===== src/core/gpio_cfg_pkg.sv =====
package gpio_cfg_pkg;

   // bus geometry
   localparam int ADDR_W   = 8;
   localparam int DATA_W   = 8;
   localparam int NUM_PINS = 8;

   // pin configuration register offsets
   localparam logic [7:0] OFF_PORT3_PIN2  = 8'h35;
   localparam logic [7:0] OFF_PORT3_PIN3  = 8'h36;
   localparam logic [7:0] OFF_PORT3_PIN4  = 8'h37;
   localparam logic [7:0] OFF_PORT3_PIN5  = 8'h38;
   localparam logic [7:0] OFF_PORT3_PIN6  = 8'h39;
   localparam logic [7:0] OFF_PORT3_PIN7  = 8'h3a;
   localparam logic [7:0] OFF_PORT4_PIN0  = 8'h3b;
   localparam logic [7:0] OFF_PORT4_PIN1  = 8'h3c;

   // data, level and interrupt registers
   localparam logic [7:0] OFF_DATA_OUT    = 8'h50;
   localparam logic [7:0] OFF_PIN_LEVEL   = 8'h51;
   localparam logic [7:0] OFF_IRQ_STATUS  = 8'h52;
   localparam logic [7:0] OFF_IRQ_MASK    = 8'h53;

   // field positions inside a configuration register
   localparam int BIT_DIR    = 0;
   localparam int BIT_POL    = 1;
   localparam int BIT_ALT    = 2;
   localparam int BIT_SEL_HI = 3;
   localparam int BIT_ODRAIN = 7;

   // register index of special pins
   localparam logic [2:0] IDX_FAN     = 3'h1;
   localparam logic [2:0] IDX_TWO_SEL = 3'h7;

   // reset values and implemented-bit masks
   localparam logic [7:0] CFG_RESET      = 8'h01;
   localparam logic [7:0] FAN_MAIN_RESET = 8'h00;
   localparam logic [7:0] MASK_ONE_SEL   = 8'h87;
   localparam logic [7:0] MASK_TWO_SEL   = 8'h8f;
   localparam logic [7:0] DATA_RESET     = 8'h00;

   // selector codes of the two-bit pin
   typedef enum logic [1:0] {
      SEL_PLAIN    = 2'b00,
      SEL_DENSITY  = 2'b01,
      SEL_EDGE_IRQ = 2'b10,
      SEL_RSVD     = 2'b11
   } pin_mode_t;

endpackage


===== src/core/gpio_pin_config.sv =====
`timescale 1ns/1ps
// Summary of operation
// RULE_01 - bit 0: one means input, zero output
// RULE_02 - bit 1 inverts pin versus internal value
// RULE_03 - bit 7: open drain, else push pull
// RULE_04 - bit 2 routes pin to alternate function
// RULE_05 - offset 35h pin carries smbus data
// RULE_06 - offset 36h fan output, main reset clears
// RULE_07 - offset 37h pin carries interrupt line twelve
// RULE_08 - offset 38h pin carries interrupt line fourteen
// RULE_09 - offset 39h pin carries keyboard reset low
// RULE_10 - offset 3ah pin carries address20 gate low
// RULE_11 - offset 3bh pin carries density select zero
// RULE_12 - offset 3ch two bit selector choice
// RULE_13 - selector 10 gives either edge interrupt
// RULE_14 - reserved bits read zero, code 11 plain
// RULE_15 - all configuration registers reset to 01h
module gpio_pin_config
   import gpio_cfg_pkg::*;
#(
   parameter int NPINS = NUM_PINS
) (
   input  wire logic              i_ref_clk,
   input  wire logic              i_rst,
   input  wire logic              i_main_rst,
   input  wire logic [ADDR_W-1:0] i_addr,
   input  wire logic [DATA_W-1:0] i_wr_data,
   input  wire logic              i_wr,
   input  wire logic              i_rd,
   output logic      [DATA_W-1:0] o_rd_data,
   input  wire logic [NPINS-1:0]  i_pin_level,
   output logic      [NPINS-1:0]  o_pin_out,
   output logic      [NPINS-1:0]  o_pin_oe,
   output logic      [NPINS-1:0]  o_pin_value,
   input  wire logic              i_smbus_data_line,
   input  wire logic              i_fan_ctrl,
   input  wire logic              i_irq12,
   input  wire logic              i_irq14,
   input  wire logic              i_keyboard_reset_out_n,
   input  wire logic              i_gate_address20_out_n,
   input  wire logic              i_drive_density_select0,
   input  wire logic              i_drive_density_select1,
   output logic                   o_irq
);

   // the register map is fixed at eight pins
   if (NPINS != NUM_PINS) begin : g_bad_npins
      $error("gpio_pin_config supports exactly eight pins");
   end

   // implemented bits differ for the two-bit selector pin
   function automatic logic [7:0] write_mask(input logic [2:0] idx);
      return (idx == IDX_TWO_SEL) ? MASK_TWO_SEL : MASK_ONE_SEL; // RULE_14
   endfunction

   logic [7:0]       cfg_r [NPINS];
   logic [7:0]       cfg_nxt [NPINS];
   logic [NPINS-1:0] data_out_r;
   logic [NPINS-1:0] data_out_nxt;
   logic [NPINS-1:0] pin_s1_r;
   logic [NPINS-1:0] pin_s2_r;
   logic             edge_prev_r;
   logic             main_s1_r;
   logic             main_s2_r;
   logic             irq_status_r;
   logic             irq_status_nxt;
   logic             irq_mask_r;
   logic             irq_mask_nxt;

   // bus decode
   wire              cfg_hit   = (i_addr >= OFF_PORT3_PIN2) && (i_addr <= OFF_PORT4_PIN1);
   wire [2:0]        cfg_idx   = 3'(i_addr - OFF_PORT3_PIN2);
   wire              wr_cfg    = i_wr && cfg_hit;
   wire              wr_data   = i_wr && (i_addr == OFF_DATA_OUT);
   wire              wr_status = i_wr && (i_addr == OFF_IRQ_STATUS);
   wire              wr_mask   = i_wr && (i_addr == OFF_IRQ_MASK);

   // per-pin configuration fields
   logic [NPINS-1:0] dir_in;
   logic [NPINS-1:0] pol;
   logic [NPINS-1:0] odrain;
   logic [NPINS-1:0] alt_on;
   wire  [1:0]       sel_two   = cfg_r[IDX_TWO_SEL][BIT_SEL_HI:BIT_ALT];
   wire              edge_mode = (sel_two == SEL_EDGE_IRQ);

   // alternate sources, in register order from 35h upward
   wire [NPINS-1:0]  alt_val = {i_drive_density_select1, i_drive_density_select0, // RULE_11 RULE_12
                                i_gate_address20_out_n, i_keyboard_reset_out_n, // RULE_09 RULE_10
                                i_irq14, i_irq12, i_fan_ctrl, i_smbus_data_line}; // RULE_05 RULE_06 RULE_07 RULE_08

   logic [NPINS-1:0] src_val;
   logic [NPINS-1:0] drive_lvl;
   logic [NPINS-1:0] as_input;
   logic [NPINS-1:0] oe_nxt;
   logic [NPINS-1:0] out_nxt;

   for (genvar g = 0; g < NPINS; g++) begin : g_pin
      assign dir_in[g] = cfg_r[g][BIT_DIR];
      assign pol[g]    = cfg_r[g][BIT_POL];
      assign odrain[g] = cfg_r[g][BIT_ODRAIN];
      // code 11 falls back to plain i/o, like 00
      assign alt_on[g] = (3'(g) == IDX_TWO_SEL) ? (sel_two == SEL_DENSITY) // RULE_12 RULE_14
                                                : cfg_r[g][BIT_ALT]; // RULE_04
      // register write, main-power reset clears only the fan pin
      assign cfg_nxt[g] = (3'(g) == IDX_FAN && main_s2_r) ? FAN_MAIN_RESET // RULE_06
                        : (wr_cfg && cfg_idx == 3'(g)) ? (i_wr_data & write_mask(3'(g))) // RULE_14
                        : cfg_r[g];
   end

   // pin drive: polarity, direction, driver type
   assign src_val   = (alt_on & alt_val) | (~alt_on & data_out_r); // RULE_04
   assign drive_lvl = src_val ^ pol; // RULE_02
   // edge interrupt mode forces the pin to input
   assign as_input  = dir_in | {edge_mode, {(NPINS-1){1'b0}}}; // RULE_01 RULE_13
   assign oe_nxt    = ~as_input & (~odrain | ~drive_lvl); // RULE_01 RULE_03
   assign out_nxt   = drive_lvl & ~odrain; // RULE_03

   // either-edge detection on the synchronised pin
   wire edge_evt = edge_mode && (pin_s2_r[IDX_TWO_SEL] != edge_prev_r); // RULE_13

   // sticky status: a new edge wins over a write-one clear
   assign irq_status_nxt = edge_evt | (irq_status_r & ~(wr_status & i_wr_data[0])); // RULE_13
   assign irq_mask_nxt   = wr_mask ? i_wr_data[0] : irq_mask_r;
   assign data_out_nxt   = wr_data ? i_wr_data : data_out_r;

   // synced level through the polarity bit, shared by level register and pad value
   wire [NPINS-1:0] in_val      = pin_s2_r ^ pol; // RULE_02
   wire [7:0]       cfg_at_addr = cfg_r[cfg_idx];

   // read mux; unmapped offsets answer zero
   wire [7:0] rd_mux = cfg_hit ? (cfg_at_addr & write_mask(cfg_idx)) // RULE_14
                     : (i_addr == OFF_DATA_OUT)   ? data_out_r
                     : (i_addr == OFF_PIN_LEVEL)  ? in_val // RULE_02
                     : (i_addr == OFF_IRQ_STATUS) ? {7'h00, irq_status_r}
                     : (i_addr == OFF_IRQ_MASK)   ? {7'h00, irq_mask_r}
                     : 8'h00;

   // configuration registers, standby-power reset; reset test outermost for plain async flops
   always_ff @(posedge i_ref_clk or posedge i_rst) begin
      if (i_rst) begin
         for (int i = 0; i < NPINS; i++) begin
            cfg_r[i] <= CFG_RESET; // RULE_15
         end
      end else begin
         for (int i = 0; i < NPINS; i++) begin
            cfg_r[i] <= cfg_nxt[i];
         end
      end
   end

   // pin and main-reset synchronisers
   always_ff @(posedge i_ref_clk or posedge i_rst) begin
      if (i_rst) begin
         pin_s1_r    <= '0;
         pin_s2_r    <= '0;
         edge_prev_r <= 1'b0;
         main_s1_r   <= 1'b0;
         main_s2_r   <= 1'b0;
      end else begin
         pin_s1_r    <= i_pin_level;
         pin_s2_r    <= pin_s1_r;
         edge_prev_r <= pin_s2_r[IDX_TWO_SEL];
         main_s1_r   <= i_main_rst;
         main_s2_r   <= main_s1_r;
      end
   end

   // data, interrupt state and registered outputs
   always_ff @(posedge i_ref_clk or posedge i_rst) begin
      if (i_rst) begin
         data_out_r   <= DATA_RESET;
         irq_status_r <= 1'b0;
         irq_mask_r   <= 1'b0;
         o_irq        <= 1'b0;
         o_rd_data    <= 8'h00;
         o_pin_out    <= '0;
         o_pin_oe     <= '0;
         o_pin_value  <= '0;
      end else begin
         data_out_r   <= data_out_nxt;
         irq_status_r <= irq_status_nxt;
         irq_mask_r   <= irq_mask_nxt;
         o_irq        <= irq_status_nxt & irq_mask_nxt;
         o_rd_data    <= i_rd ? rd_mux : 8'h00;
         o_pin_out    <= out_nxt;
         o_pin_oe     <= oe_nxt;
         o_pin_value  <= in_val; // RULE_02
      end
   end
endmodule // gpio_pin_config


===== config.mk =====
export PLATFORM = sky130hd
export DESIGN_NAME = gpio_pin_config
export DESIGN_NICKNAME = d
export VERILOG_FILES = /design/src/core/gpio_cfg_pkg.sv /design/src/core/gpio_pin_config.sv
export SDC_FILE = /design/constraint.sdc
export NUM_CORES = 1
export LEC_CHECK = 0
export BUFFER_PORTS_ARGS = -buffer_cell sky130_fd_sc_hd__buf_2
export CAP_MARGIN = 0
export CORE_MARGIN = 8
export CORE_UTILIZATION = 58
export CTS_BUF_LIST = sky130_fd_sc_hd__clkbuf_2
export CTS_CLUSTER_DIAMETER = 120
export DETAILED_ROUTE_END_ITERATION = 6
export PLACE_DENSITY_LB_ADDON = 0.05
export SLEW_MARGIN = 10
export SYNTH_ARGS = -nofsm -noshare
export SYNTH_HDL_FRONTEND = slang
export SYNTH_SLANG_ARGS = --single-unit

===== constraint.sdc =====
create_clock -name i_ref_clk -period 4.1 [get_ports i_ref_clk]
set_clock_uncertainty 0.1 [all_clocks]
set_input_delay 0.82 -clock i_ref_clk [delete_from_list [all_inputs] [get_ports i_ref_clk]]
set_output_delay 0.82 -clock i_ref_clk [all_outputs]
set_load 0.03 [all_outputs]

==> impl_metrics.prom, run 1 <==
# TYPE chip_impl_metric gauge
chip_impl_metric{name="power.net_switching",unit="µW"} 486.2
chip_impl_metric{name="groute.usage.overall",unit=""} 0.1825
chip_impl_metric{name="cp.arrival",unit="ns"} 2.99
chip_impl_metric{name="post_cts_hold_buffer_count",unit=""} 0
chip_impl_metric{name="placementRows",unit=""} 30
chip_impl_metric{name="worstPathMaxFanout",unit=""} 14
chip_impl_metric{name="powerDensity",unit="nW/µm²"} 375.3
chip_impl_metric{name="fraction_of_final_layout_cells_with_drive_strength_greater_than_1",unit=""} 0.3925
chip_impl_info{name="top_routing_layer_in_use",value="met4"} 1
chip_impl_metric{name="post_syn_instances",unit=""} 293
chip_impl_metric{name="cp.buffers_inverters",unit=""} 2
chip_impl_metric{name="wl_met2",unit="µm"} 4019
chip_impl_metric{name="finalSetupViolations",unit=""} 0
chip_impl_metric{name="timing.max_cap.violations",unit=""} 0
chip_impl_metric{name="synth-edff-count",unit=""} 0
chip_impl_metric{name="fmax",unit="MHz"} 380.2
chip_impl_metric{name="final-hold-violation-count",unit=""} 0
chip_impl_metric{name="detail_route.iter0.violations",unit=""} 147
chip_impl_metric{name="grt_first_pass_wirelength",unit="µm"} 13930
chip_impl_info{name="endpoint_kind",value="flop"} 1
chip_impl_metric{name="netSwitchingFraction",unit=""} 0.2753
chip_impl_metric{name="num-nets-final",unit=""} 410
chip_impl_info{name="setup.worst_path.start_class",value="primary input"} 1
chip_impl_info{name="run_status",value="finished clean"} 1
chip_impl_metric{name="cts.sink_count",unit=""} 95
chip_impl_metric{name="synth_warn",unit=""} 0
chip_impl_metric{name="ys_async_sr_fraction",unit=""} 1.000
chip_impl_metric{name="slew_violations",unit=""} 0
chip_impl_metric{name="number_of_flip_flops_and_latches_in_the_synthesized_netlist",unit=""} 95
chip_impl_metric{name="design.core.area",unit="µm²"} 6832
chip_impl_info{name="grt_setup_unrepaired",value="false"} 1
chip_impl_metric{name="synth-seq-area-share",unit=""} 0.5796
chip_impl_metric{name="cts-buffers-inserted",unit=""} 9
chip_impl_metric{name="design.die.area",unit="µm²"} 10050
chip_impl_metric{name="post-route-drc-count",unit=""} 0
chip_impl_info{name="timing.critical_path.max_delay_family",value="simple AND/OR/NAND/NOR gates"} 1
chip_impl_metric{name="via_count_of_the_first_global_routing_pass",unit=""} 2676
chip_impl_metric{name="synth_top_cell_area_share",unit=""} 0.5286
chip_impl_metric{name="cts_htree_levels",unit=""} 3
chip_impl_metric{name="placement.io_buffers",unit=""} 69
chip_impl_metric{name="vdd.ir_drop.worst",unit="µV"} 217.9
chip_impl_metric{name="num_io_pins",unit=""} 70
chip_impl_metric{name="detail_route.first_pass.iterations",unit=""} 4
chip_impl_metric{name="cts_post_setup_buffers_inserted",unit=""} 0
chip_impl_metric{name="final.setup.tns",unit="ns"} 0
chip_impl_metric{name="max-slew-margin-rel",unit=""} 0.4600
chip_impl_metric{name="placed_area",unit="µm²"} 4569
chip_impl_info{name="category_of_the_most_critical_setup_path",value="primary input to flop"} 1
chip_impl_metric{name="total_power",unit="mW"} 1.766
chip_impl_metric{name="yosys.cell_types.count",unit=""} 41
chip_impl_metric{name="pwr-share-comb",unit=""} 0.135
chip_impl_metric{name="synthesis.nets",unit=""} 335
chip_impl_info{name="synth.largest_area_cell",value="dfrtp_1"} 1
chip_impl_info{name="cts_tree",value="built"} 1
chip_impl_info{name="dominant_register_cell_in_the_synthesized_netlist",value="dfrtp_1"} 1
chip_impl_metric{name="worst_slew_pin_slew",unit="ns"} 0.8101
chip_impl_metric{name="p_leak",unit="nW"} 2.217
chip_impl_metric{name="postSynthAreaPerCell",unit="µm²"} 14.06
chip_impl_metric{name="post_cts_resized",unit=""} 0
chip_impl_metric{name="p_int",unit="mW"} 1.280
chip_impl_metric{name="synth_area",unit="µm²"} 4119
chip_impl_metric{name="drt-total-wl",unit="µm"} 8621
chip_impl_metric{name="drt-vias-per-instance",unit=""} 5.489
chip_impl_info{name="most_frequent_cell_after_synthesis",value="dfrtp_1"} 1
chip_impl_metric{name="grt_residual_overflow",unit=""} 0
chip_impl_metric{name="antenna_violations_before_repair",unit=""} 0
chip_impl_metric{name="die_height",unit="µm"} 100.3
chip_impl_metric{name="sequentialPowerShare",unit=""} 0.579
chip_impl_metric{name="clock_latency",unit="ns"} 0.54
chip_impl_metric{name="min_period",unit="ns"} 2.630
chip_impl_metric{name="clkTransAtPathRegs",unit="ns"} 0.24
chip_impl_metric{name="antenna_cells",unit=""} 0
chip_impl_metric{name="routed_wire_length_per_instance",unit="µm"} 18.42
chip_impl_metric{name="floorplan.die.width",unit="µm"} 100.3
chip_impl_metric{name="max_stage_delay",unit="ns"} 0.51
chip_impl_info{name="crit_slowest_cell",value="ha_1"} 1
chip_impl_metric{name="antenna_left",unit=""} 0
chip_impl_metric{name="place_hpwl",unit="µm"} 6436
chip_impl_metric{name="area_delta_synth_final",unit="%"} 14.28
chip_impl_metric{name="detail_route.wirelength.met1",unit="µm"} 3751
chip_impl_info{name="crit_chain",value="buf_2 > inv_1 > ha_1 > nand2b_1 > a22oi_4 > nor4_2 > mux2_2"} 1
chip_impl_info{name="holdCritPathClass",value="primary input to asynchronous set/reset pin"} 1
chip_impl_metric{name="starting_density",unit=""} 0.6029
chip_impl_metric{name="clock_power_share",unit=""} 0.287
chip_impl_metric{name="layout.cell_area.non_filler",unit="µm²"} 4707
chip_impl_metric{name="critPathRequiredTime",unit="ns"} 4.46
chip_impl_metric{name="grt_start_max_net_pins",unit=""} 48
chip_impl_metric{name="timing.final.crit_share",unit=""} 0.6415
chip_impl_metric{name="num-fill-cells",unit=""} 522
chip_impl_info{name="ctsRootBufferMaster",value="clkbuf_2"} 1
chip_impl_metric{name="globalplace.congestion",unit=""} 0.8820
chip_impl_info{name="synth_top_cells_by_area",value="dfrtp_1, mux2_2, dfstp_2"} 1
chip_impl_metric{name="routed-via-count",unit=""} 2569
chip_impl_metric{name="wl_met3",unit="µm"} 779
chip_impl_info{name="synth.top_cells.by_count",value="dfrtp_1, nor2_1, mux2_2"} 1
chip_impl_metric{name="ctsLongestPathBuffers",unit=""} 2
-- final timing paths --
check / startpoint / to / slack [ns] / cells after the start
setup / recovery: i_addr[0] / alt_on[6] / 1.47 / 7
hold reg to reg: pin_s1_r[7] / pin_s2_r[7] / 0.28 / 0
max in group asynchronous: i_rst / cfg_r[56] / 2.75 / 3
setup reg to reg: cfg_r[25] / o_rd_data[1] / 2.52 / 4
min in group i_ref_clk: i_pin_level[4] / pin_s1_r[4] / 0.25 / 1
hold / removal: i_rst / main_s2_r / 0.25 / 2
-- sequential cells by signal (all words and copies together), names as in the netlist --
| signal | cells |
|---|---|
| irq_status_r | 1 |
| pin_s1_r | 8 |
| alt_on | 7 |
| edge_prev_r | 1 |
| o_irq | 1 |
| cfg_r | 26 |
| o_rd_data | 8 |
| o_pin_out | 8 |
| o_pin_oe | 8 |
| o_pin_value | 8 |
| main_s2_r | 1 |
| main_s1_r | 1 |
| irq_mask_r | 1 |
| data_out_r | 8 |
| pin_s2_r | 8 |
-- metrics by stage --
| step | instances | util | worst slack (ns) | hold slack, ns |
|---|---|---|---|---|
| after detailed placement | 453 | 0.6689 | 0.8841 | 0.2371 |
| after global placement | 453 | 0.6689 | 0.9533 | 0.2317 |
| after CTS | 468 | 0.6890 | 1.506 | 0.2134 |
| after floorplan | 293 | - | 0.7162 | 0.2312 |
| after global routing | 468 | 0.6890 | 1.372 | 0.1783 |
| final | 468 | 0.6890 | 1.470 | 0.2475 |
-- metal layers --
layer / vias up / global-route usage
met5: - / 0
met4: 0 / 0.04651
met3: 8 / 0.06782
met2: 95 / 0.2764
met1: 1286 / 0.2411
li1: 1180 / -
-- power groups by stage --
stage / sequential (mW) / combinational, mW / clock, mW
after floorplan: 1.08 / 0.120 / 0
after global placement: 1.04 / 0.238 / 0
after detailed placement: 1.04 / 0.241 / 0
after CTS: 1.02 / 0.242 / 0.522
after global routing: 1.03 / 0.259 / 0.559
final: 1.02 / 0.238 / 0.506
-- cell usage in the layout (no fill, tap or decap), drive strengths merged --
cell    instances
dfrtp          87
buf            72
mux2           38
nor2           31
xor2           17
nor2b          13
mux2i          12
nand2b         10
nor4           10
nand2           9
clkbuf          9
mux4            8
dfstp           8
a22oi           8
inv             6
ha              5
o22ai           4
o211a           3
clkinv          3
nand4           2
bufinv          2
xnor2           2
nand3           2
nand3b          1
and2b           1
nor4b           1
and2            1
o21a            1
or2             1
a221oi          1
o221a           1
a211oi          1
o21ai           1
a21boi          1
-- cell type report --
| cell class | instances | area, µm² | area share |
|---|---|---|---|
| Clock buffer | 9 | 45.04 | 0.009569 |
| Clock inverter | 6 | 92.59 | 0.01967 |
| Inverter | 5 | 20.02 | 0.004253 |
| Multi-Input combinational cell | 185 | 1674 | 0.3557 |
| Sequential cell | 95 | 2387 | 0.5072 |
| Tap cell | 96 | 120.1 | 0.02552 |
| Timing Repair Buffer | 72 | 367.9 | 0.07815 |
-- kinds of logic (layout without fill, tap and decap cells) --
family | count (synthesis) | after routing | share of synthesized area
compound gates | 21 | 21 | 0.04283
xor+xnor | 19 | 19 | 0.04405
fa+ha+maj | 5 | 5 | 0.01519
buf+inv | 13 | 92 | 0.01397
flops | 95 | 95 | 0.5796
mux | 58 | 58 | 0.1768
simple gates | 82 | 82 | 0.1276
(Power assumes the default switching activity.)
==> run 2, diff against run 1 <==
ABC_AREA = 1   (was default)
clock period = 2.75 ns   (was 4.1 ns; I/O delays follow)
==> run 2 against run 1 <==
  * Sequential share of layout area decreased by 2.6 points
  * Routed wire length increased by 17%
  * Synthesized cell count increased by 59%
  * Clock power increased by 53%
  * Total power increased by 59%
  * Critical path depth increased by 5
  * Sequential power increased by 53%
  * Non-clock buffer count increased by 19
  * Via count increased by 34%
  * Hold slack got worse by 0.12 ns
  * Critical path type unchanged
==> impl_metrics.prom, run 2 <==
# TYPE chip_impl_metric gauge
chip_impl_info{name="run_status",value="finished clean"} 1
chip_impl_info{name="crit-reg2reg-capture",value="o_rd_data[0]"} 1
chip_impl_metric{name="cts-buffers-inserted",unit=""} 9
chip_impl_metric{name="cts_post_setup_buffers_inserted",unit=""} 0
chip_impl_info{name="synth.top_cells.by_count",value="nand2_1, dfrtp_1, inv_1"} 1
chip_impl_metric{name="fmax",unit="MHz"} 524.0
chip_impl_metric{name="detail_route.first_pass.iterations",unit=""} 5
chip_impl_metric{name="synth_top_cell_area_share",unit=""} 0.5133
chip_impl_metric{name="number_of_flip_flops_and_latches_in_the_synthesized_netlist",unit=""} 95
chip_impl_metric{name="postSynthAreaPerCell",unit="µm²"} 9.083
chip_impl_metric{name="timing.final.crit_share",unit=""} 0.6940
chip_impl_info{name="grt_setup_unrepaired",value="false"} 1
chip_impl_metric{name="die_height",unit="µm"} 101.5
chip_impl_metric{name="critPathRequiredTime",unit="ns"} 3.11
chip_impl_metric{name="synth-seq-area-share",unit=""} 0.5628
chip_impl_metric{name="r2r_slack",unit="ns"} 1.42
chip_impl_metric{name="num-nets-final",unit=""} 593
chip_impl_metric{name="globalplace.congestion",unit=""} 0.9958
chip_impl_metric{name="finalSetupViolations",unit=""} 0
chip_impl_metric{name="num-fill-cells",unit=""} 582
chip_impl_metric{name="starting_density",unit=""} 0.5911
chip_impl_metric{name="min_period",unit="ns"} 1.909
chip_impl_metric{name="timing.max_cap.violations",unit=""} 0
chip_impl_info{name="synth.largest_area_cell",value="dfrtp_1"} 1
chip_impl_metric{name="vdd.ir_drop.worst",unit="µV"} 302.3
chip_impl_metric{name="drt-vias-per-instance",unit=""} 5.246
chip_impl_metric{name="layout.cell_area.non_filler",unit="µm²"} 4960
chip_impl_metric{name="largest_register_ffs",unit=""} 26
chip_impl_metric{name="p_leak",unit="nW"} 2.467
chip_impl_metric{name="area_delta_synth_final",unit="%"} 16.93
chip_impl_metric{name="synth_area",unit="µm²"} 4242
chip_impl_info{name="synth_top_cells_by_area",value="dfrtp_1, nand2_1, dfstp_2"} 1
chip_impl_metric{name="routed_wire_length_per_instance",unit="µm"} 15.38
chip_impl_metric{name="cp.arrival",unit="ns"} 2.27
chip_impl_metric{name="groute.usage.overall",unit=""} 0.2115
chip_impl_info{name="critical_path.endpoint",value="alt_on[1]"} 1
chip_impl_metric{name="placementRows",unit=""} 31
chip_impl_metric{name="grt_residual_overflow",unit=""} 0
chip_impl_metric{name="routed-via-count",unit=""} 3436
chip_impl_metric{name="placement.io_buffers",unit=""} 69
chip_impl_info{name="dominant_register_cell_in_the_synthesized_netlist",value="dfrtp_1"} 1
chip_impl_metric{name="antenna_cells",unit=""} 0
chip_impl_info{name="regMostFlops",value="cfg_r"} 1
chip_impl_metric{name="slew_violations",unit=""} 0
chip_impl_metric{name="post-route-drc-count",unit=""} 0
chip_impl_info{name="ctsRootBufferMaster",value="clkbuf_2"} 1
chip_impl_info{name="timing.critical_path.from",value="i_addr[0]"} 1
chip_impl_metric{name="grt_first_pass_wirelength",unit="µm"} 16590
chip_impl_metric{name="holdWs",unit="ns"} 0.1275
chip_impl_metric{name="worst_slew_pin_slew",unit="ns"} 0.7520
chip_impl_metric{name="clock_latency",unit="ns"} 0.56
chip_impl_metric{name="finalWorstSetupSlack",unit="ns"} 0.8415
chip_impl_metric{name="cts.sink_count",unit=""} 95
chip_impl_metric{name="ys_async_sr_fraction",unit=""} 1.000
chip_impl_info{name="layout_commonest_cell",value="nand2_1"} 1
chip_impl_metric{name="floorplan.die.width",unit="µm"} 101.5
chip_impl_metric{name="ff_latch_area",unit="µm²"} 2387
chip_impl_info{name="r2r-start",value="cfg_r[0]"} 1
chip_impl_metric{name="final.setup.tns",unit="ns"} 0
chip_impl_metric{name="num_io_pins",unit=""} 70
chip_impl_metric{name="synthesis.nets",unit=""} 509
chip_impl_metric{name="ff2ff_path_depth",unit=""} 6
chip_impl_metric{name="design.core.area",unit="µm²"} 7176
chip_impl_metric{name="post_syn_instances",unit=""} 467
chip_impl_info{name="holdCritPathClass",value="primary input to flop"} 1
chip_impl_info{name="setup.worst_path.start_class",value="primary input"} 1
chip_impl_metric{name="area_occupied_by_multi_input_gates",unit="µm²"} 1533
chip_impl_metric{name="cts_htree_levels",unit=""} 3
chip_impl_metric{name="synth_warn",unit=""} 0
chip_impl_metric{name="fraction_of_final_layout_cells_with_drive_strength_greater_than_1",unit=""} 0.2140
chip_impl_info{name="cts_tree",value="built"} 1
chip_impl_metric{name="grt_start_max_net_pins",unit=""} 34
chip_impl_metric{name="powerDensity",unit="nW/µm²"} 566.3
chip_impl_info{name="most_frequent_cell_after_synthesis",value="nand2_1"} 1
chip_impl_metric{name="antenna_left",unit=""} 0
chip_impl_info{name="endpoint_kind",value="flop"} 1
chip_impl_metric{name="final-hold-violation-count",unit=""} 0
chip_impl_metric{name="design.die.area",unit="µm²"} 10310
chip_impl_metric{name="synth-edff-count",unit=""} 0
chip_impl_metric{name="clkTransAtPathRegs",unit="ns"} 0.25
chip_impl_metric{name="max-slew-margin-rel",unit=""} 0.4976
chip_impl_info{name="category_of_the_most_critical_setup_path",value="primary input to flop"} 1
chip_impl_metric{name="placed_area",unit="µm²"} 4718
chip_impl_metric{name="place_hpwl",unit="µm"} 7508
chip_impl_metric{name="detail_route.iter0.violations",unit=""} 229
chip_impl_metric{name="worstPathMaxFanout",unit=""} 29
chip_impl_metric{name="ctsLongestPathBuffers",unit=""} 2
chip_impl_metric{name="post-place-ws",unit="ns"} 0.2922
chip_impl_metric{name="via_count_of_the_first_global_routing_pass",unit=""} 3318
chip_impl_metric{name="antenna_violations_before_repair",unit=""} 0
chip_impl_metric{name="drt-total-wl",unit="µm"} 10080
chip_impl_info{name="layout.cells.most_common_list",value="nand2_1, dfrtp_1, buf_2"} 1
chip_impl_metric{name="yosys.cell_types.count",unit=""} 27
==> run 2: cell types whose count changed after synthesis, sizes merged, moves of 15 or more <==
cell / previous run / this run
a21oi: 0 / 15
inv: 5 / 56
mux2: 38 / 0
nand2: 9 / 117
nand3: 2 / 41
nand4: 2 / 31
o21ai: 1 / 29
==> run 2: worst max-delay path, stage by stage <==
cell and delay, ns:
buf_2 0.23, inv_1 0.12, ha_1 0.24, nand2_1 0.07, a21oi_1 0.08, inv_1 0.09
nand2_4 0.09, nor2_8 0.33, buf_4 0.24, nand2_2 0.08, nand3_1 0.09, nand2_1 0.05
==> run 2: worst min-delay path by stage <==
stage	start	depth (start not counted)	end	slack, ns
finish	i_wr_data[3]	3	data_out_r[3]	0.13
global route	i_wr_data[4]	3	data_out_r[4]	0.09
CTS	i_wr_data[3]	3	data_out_r[3]	0.10
detailed placement	pin_s1_r[0]	0	pin_s2_r[0]	0.24
global placement	pin_s1_r[5]	0	pin_s2_r[5]	0.23
floorplan	main_s1_r	0	main_s2_r	0.23
==> run 2: kinds of logic after synthesis <==
group,count (synthesis),synth area share
xor+xnor,17,0.03510
compound gates,54,0.06962
simple gates,222,0.2419
buf+inv,74,0.07581
flops,95,0.5628
fa+ha+maj,5,0.01475
==> run 2: final cells by class <==
cell class	count	share of cell area
Clock buffer	10	0.01009
Tap cell	99	0.02497
Multi-Input combinational cell	298	0.3090
Sequential cell	95	0.4813
Clock inverter	6	0.01842
Timing Repair Buffer	91	0.1130
Inverter	56	0.04314
==> run 2: per-stage QoR <==
| step | std cells | power (mW) | utilization |
|---|---|---|---|
| floorplan | 467 | 1.886 | - |
| global placement | 629 | 2.037 | 0.6575 |
| detailed placement | 629 | 2.049 | 0.6575 |
| CTS | 655 | 2.832 | 0.6912 |
| global route | 655 | 2.948 | 0.6912 |
| finish | 655 | 2.809 | 0.6912 |
==> run 2: what timing repair did <==
action                                 in CTS  in global routing
endpoints found under the hold margin      31                  0
resized for setup                           0                  0
hold buffers                               10                  0
==> run 2: where the power goes <==
group	total [mW]	switching (mW)	internal [mW]	leakage, nW
clock network	0.776	0.464	0.311	0.0869
registers	1.56	0.0555	1.50	1.15
logic	0.473	0.322	0.151	1.23
==> run 2: metal layers <==
metal,share of wire,vias up,global-route usage
li1,-,1675,-
met1,0.43,1610,0.2781
met2,0.47,136,0.3335
met3,0.088,15,0.06048
met4,0.015,0,0.05727
met5,0,-,0
==> run 3, diff against run 2 <==
ABC_AREA = 0   (was 1)
clock period = 1.93 ns   (was 2.75 ns; I/O delays follow)
==> run 3 against run 2 <==
  * Cell count is 21% lower
  * Hold slack lost 0.061 ns
  * Critical endpoint is now o_pin_value[5]
  * Clock power is 28% higher
  * Core utilization grew 7.4 points
  * Routed wire length is 8.1% lower
  * Non-clock buffer count up 28
  * Register-to-register slack lost 1.1 ns
==> impl_metrics.prom, run 3 (synthesis gave the netlist of run 1 again) <==
# TYPE chip_impl_metric gauge
chip_impl_metric{name="detail_route.first_pass.iterations",unit=""} 4
chip_impl_info{name="critical_path.endpoint",value="o_pin_value[5]"} 1
chip_impl_metric{name="finalSetupViolations",unit=""} 0
chip_impl_metric{name="r2r_slack",unit="ns"} 0.35
chip_impl_metric{name="grt_start_max_net_pins",unit=""} 96
chip_impl_metric{name="routed-via-count",unit=""} 2738
chip_impl_metric{name="cp_num_cells",unit=""} 1
chip_impl_info{name="run_status",value="finished clean"} 1
chip_impl_metric{name="finalWorstSetupSlack",unit="ns"} 0.2617
chip_impl_metric{name="routed_wire_length_per_instance",unit="µm"} 17.94
chip_impl_metric{name="grt_first_pass_wirelength",unit="µm"} 14900
chip_impl_metric{name="largest_register_ffs",unit=""} 26
chip_impl_metric{name="post-place-ws",unit="ns"} -0.2926
chip_impl_metric{name="num-fill-cells",unit=""} 455
chip_impl_metric{name="vdd.ir_drop.worst",unit="µV"} 650.9
chip_impl_metric{name="drt-vias-per-instance",unit=""} 5.306
chip_impl_metric{name="globalplace.congestion",unit=""} 0.8564
chip_impl_metric{name="holdWs",unit="ns"} 0.06673
chip_impl_info{name="timing.critical_path.from",value="o_pin_value[5]"} 1
chip_impl_metric{name="ff2ff_path_depth",unit=""} 4
chip_impl_metric{name="slew_violations",unit=""} 0
chip_impl_metric{name="design.core.area",unit="µm²"} 6832
chip_impl_info{name="ctsRootBufferMaster",value="clkbuf_2"} 1
chip_impl_metric{name="cts_htree_levels",unit=""} 3
chip_impl_info{name="layout_commonest_cell",value="dfrtp_1"} 1
chip_impl_info{name="layout.cells.most_common_list",value="dfrtp_1, buf_2, nor2_1"} 1
chip_impl_metric{name="starting_density",unit=""} 0.6029
chip_impl_metric{name="cp.arrival",unit="ns"} 1.18
chip_impl_metric{name="drt-total-wl",unit="µm"} 9258
chip_impl_metric{name="antenna_violations_before_repair",unit=""} 0
chip_impl_metric{name="powerDensity",unit="nW/µm²"} 723.4
chip_impl_metric{name="post_cts_resized",unit=""} 0
chip_impl_metric{name="final-hold-violation-count",unit=""} 0
chip_impl_metric{name="placement.io_buffers",unit=""} 69
chip_impl_metric{name="worst_hold_path.num_cells",unit=""} 3
chip_impl_info{name="holdCritStartpoint",value="i_wr_data[0]"} 1
chip_impl_metric{name="clock_latency",unit="ns"} 0.56
chip_impl_metric{name="die_height",unit="µm"} 100.3
chip_impl_metric{name="timing.final.crit_share",unit=""} 0.8644
chip_impl_info{name="crit_slowest_cell",value="dfrtp_1"} 1
chip_impl_metric{name="fraction_of_final_layout_cells_with_drive_strength_greater_than_1",unit=""} 0.4381
chip_impl_metric{name="post_cts_hold_buffer_count",unit=""} 15
chip_impl_info{name="category_of_the_most_critical_setup_path",value="flop to output port"} 1
chip_impl_metric{name="grt_residual_overflow",unit=""} 0
chip_impl_metric{name="area_delta_synth_final",unit="%"} 26.97
chip_impl_metric{name="layout.cell_area.non_filler",unit="µm²"} 5230
chip_impl_metric{name="cp.buffers_inverters",unit=""} 1
chip_impl_metric{name="num-nets-final",unit=""} 457
chip_impl_info{name="regMostFlops",value="cfg_r"} 1
chip_impl_info{name="cts_tree",value="built"} 1
chip_impl_metric{name="via_count_of_the_first_global_routing_pass",unit=""} 2931
chip_impl_info{name="endpoint_kind",value="output port"} 1
chip_impl_metric{name="max-slew-margin-rel",unit=""} 0.6650
chip_impl_metric{name="num_io_pins",unit=""} 70
chip_impl_info{name="grt_setup_unrepaired",value="false"} 1
chip_impl_metric{name="critPathRequiredTime",unit="ns"} 1.44
chip_impl_metric{name="clkTransAtPathRegs",unit="ns"} 0.26
chip_impl_metric{name="design.die.area",unit="µm²"} 10050
chip_impl_metric{name="placementRows",unit=""} 30
chip_impl_metric{name="antenna_left",unit=""} 0
chip_impl_metric{name="floorplan.die.width",unit="µm"} 100.3
chip_impl_info{name="holdCritPathClass",value="primary input to flop"} 1
chip_impl_metric{name="cts-buffers-inserted",unit=""} 9
chip_impl_metric{name="cts_post_setup_buffers_inserted",unit=""} 0
chip_impl_metric{name="fmax",unit="MHz"} 599.4
chip_impl_metric{name="min_period",unit="ns"} 1.668
chip_impl_info{name="crit_chain",value="buf_2"} 1
chip_impl_metric{name="max_stage_delay",unit="ns"} 0.45
chip_impl_metric{name="groute.usage.overall",unit=""} 0.1947
chip_impl_metric{name="worst_slew_pin_slew",unit="ns"} 0.5024
chip_impl_metric{name="p_leak",unit="nW"} 2.449
chip_impl_metric{name="layout.core_utilization",unit=""} 0.7656
chip_impl_info{name="timing.critical_path.max_delay_family",value="flip-flops"} 1
chip_impl_metric{name="placed_area",unit="µm²"} 4947
chip_impl_metric{name="ctsLongestPathBuffers",unit=""} 2
chip_impl_metric{name="post-route-drc-count",unit=""} 0
chip_impl_metric{name="detail_route.iter0.violations",unit=""} 113
chip_impl_info{name="r2r-start",value="cfg_r[31]"} 1
chip_impl_info{name="crit-reg2reg-capture",value="o_rd_data[7]"} 1
chip_impl_metric{name="total_power",unit="mW"} 3.783
chip_impl_metric{name="antenna_cells",unit=""} 0
chip_impl_metric{name="timing.max_cap.violations",unit=""} 0
chip_impl_metric{name="worstPathMaxFanout",unit=""} 1
chip_impl_metric{name="cts.sink_count",unit=""} 95
chip_impl_info{name="setup.worst_path.start_class",value="flop"} 1
chip_impl_metric{name="place_hpwl",unit="µm"} 6714
==> run 3: worst min path at each step <==
| stage | end |
|---|---|
| floorplan | main_s2_r |
| detailed placement | pin_s2_r[2] |
| global placement | pin_s2_r[7] |
| CTS | alt_on[1] |
| finish | cfg_r[48] |
| global route | cfg_r[55] |
==> run 3: layer usage <==
| layer | GRT usage | part of all wire | routed length, µm |
|---|---|---|---|
| met3 | 0.07128 | 0.059 | 544 |
| met5 | 0 | 0 | 0 |
| met4 | 0.06860 | 0.020 | 188 |
| met1 | 0.2408 | 0.45 | 4200 |
| met2 | 0.3062 | 0.47 | 4324 |
==> run 3: per-stage QoR <==
stage | cells | setup TNS, ns
after global placement | 484 | -7.303
final | 516 | 0
after global routing | 516 | 0
after CTS | 515 | 0
after detailed placement | 484 | -8.512
after floorplan | 293 | -0.6388
==> run 3: cell type report <==
| type | instances | area, µm² | share of cell area |
|---|---|---|---|
| Sequential cell | 95 | 2387 | 0.4565 |
| Clock inverter | 7 | 77.57 | 0.01483 |
| Timing Repair Buffer | 119 | 810.8 | 0.1550 |
| Multi-Input combinational cell | 185 | 1755 | 0.3356 |
| Tap cell | 96 | 120.1 | 0.02297 |
| Inverter | 5 | 33.78 | 0.006459 |
| Clock buffer | 9 | 45.04 | 0.008612 |
==> run 3: power breakdown <==
part	switching [mW]	internal (mW)
Clock	0.677	0.312
Combinational	0.363	0.262
Sequential	0.0618	2.11
Total	1.10	2.68
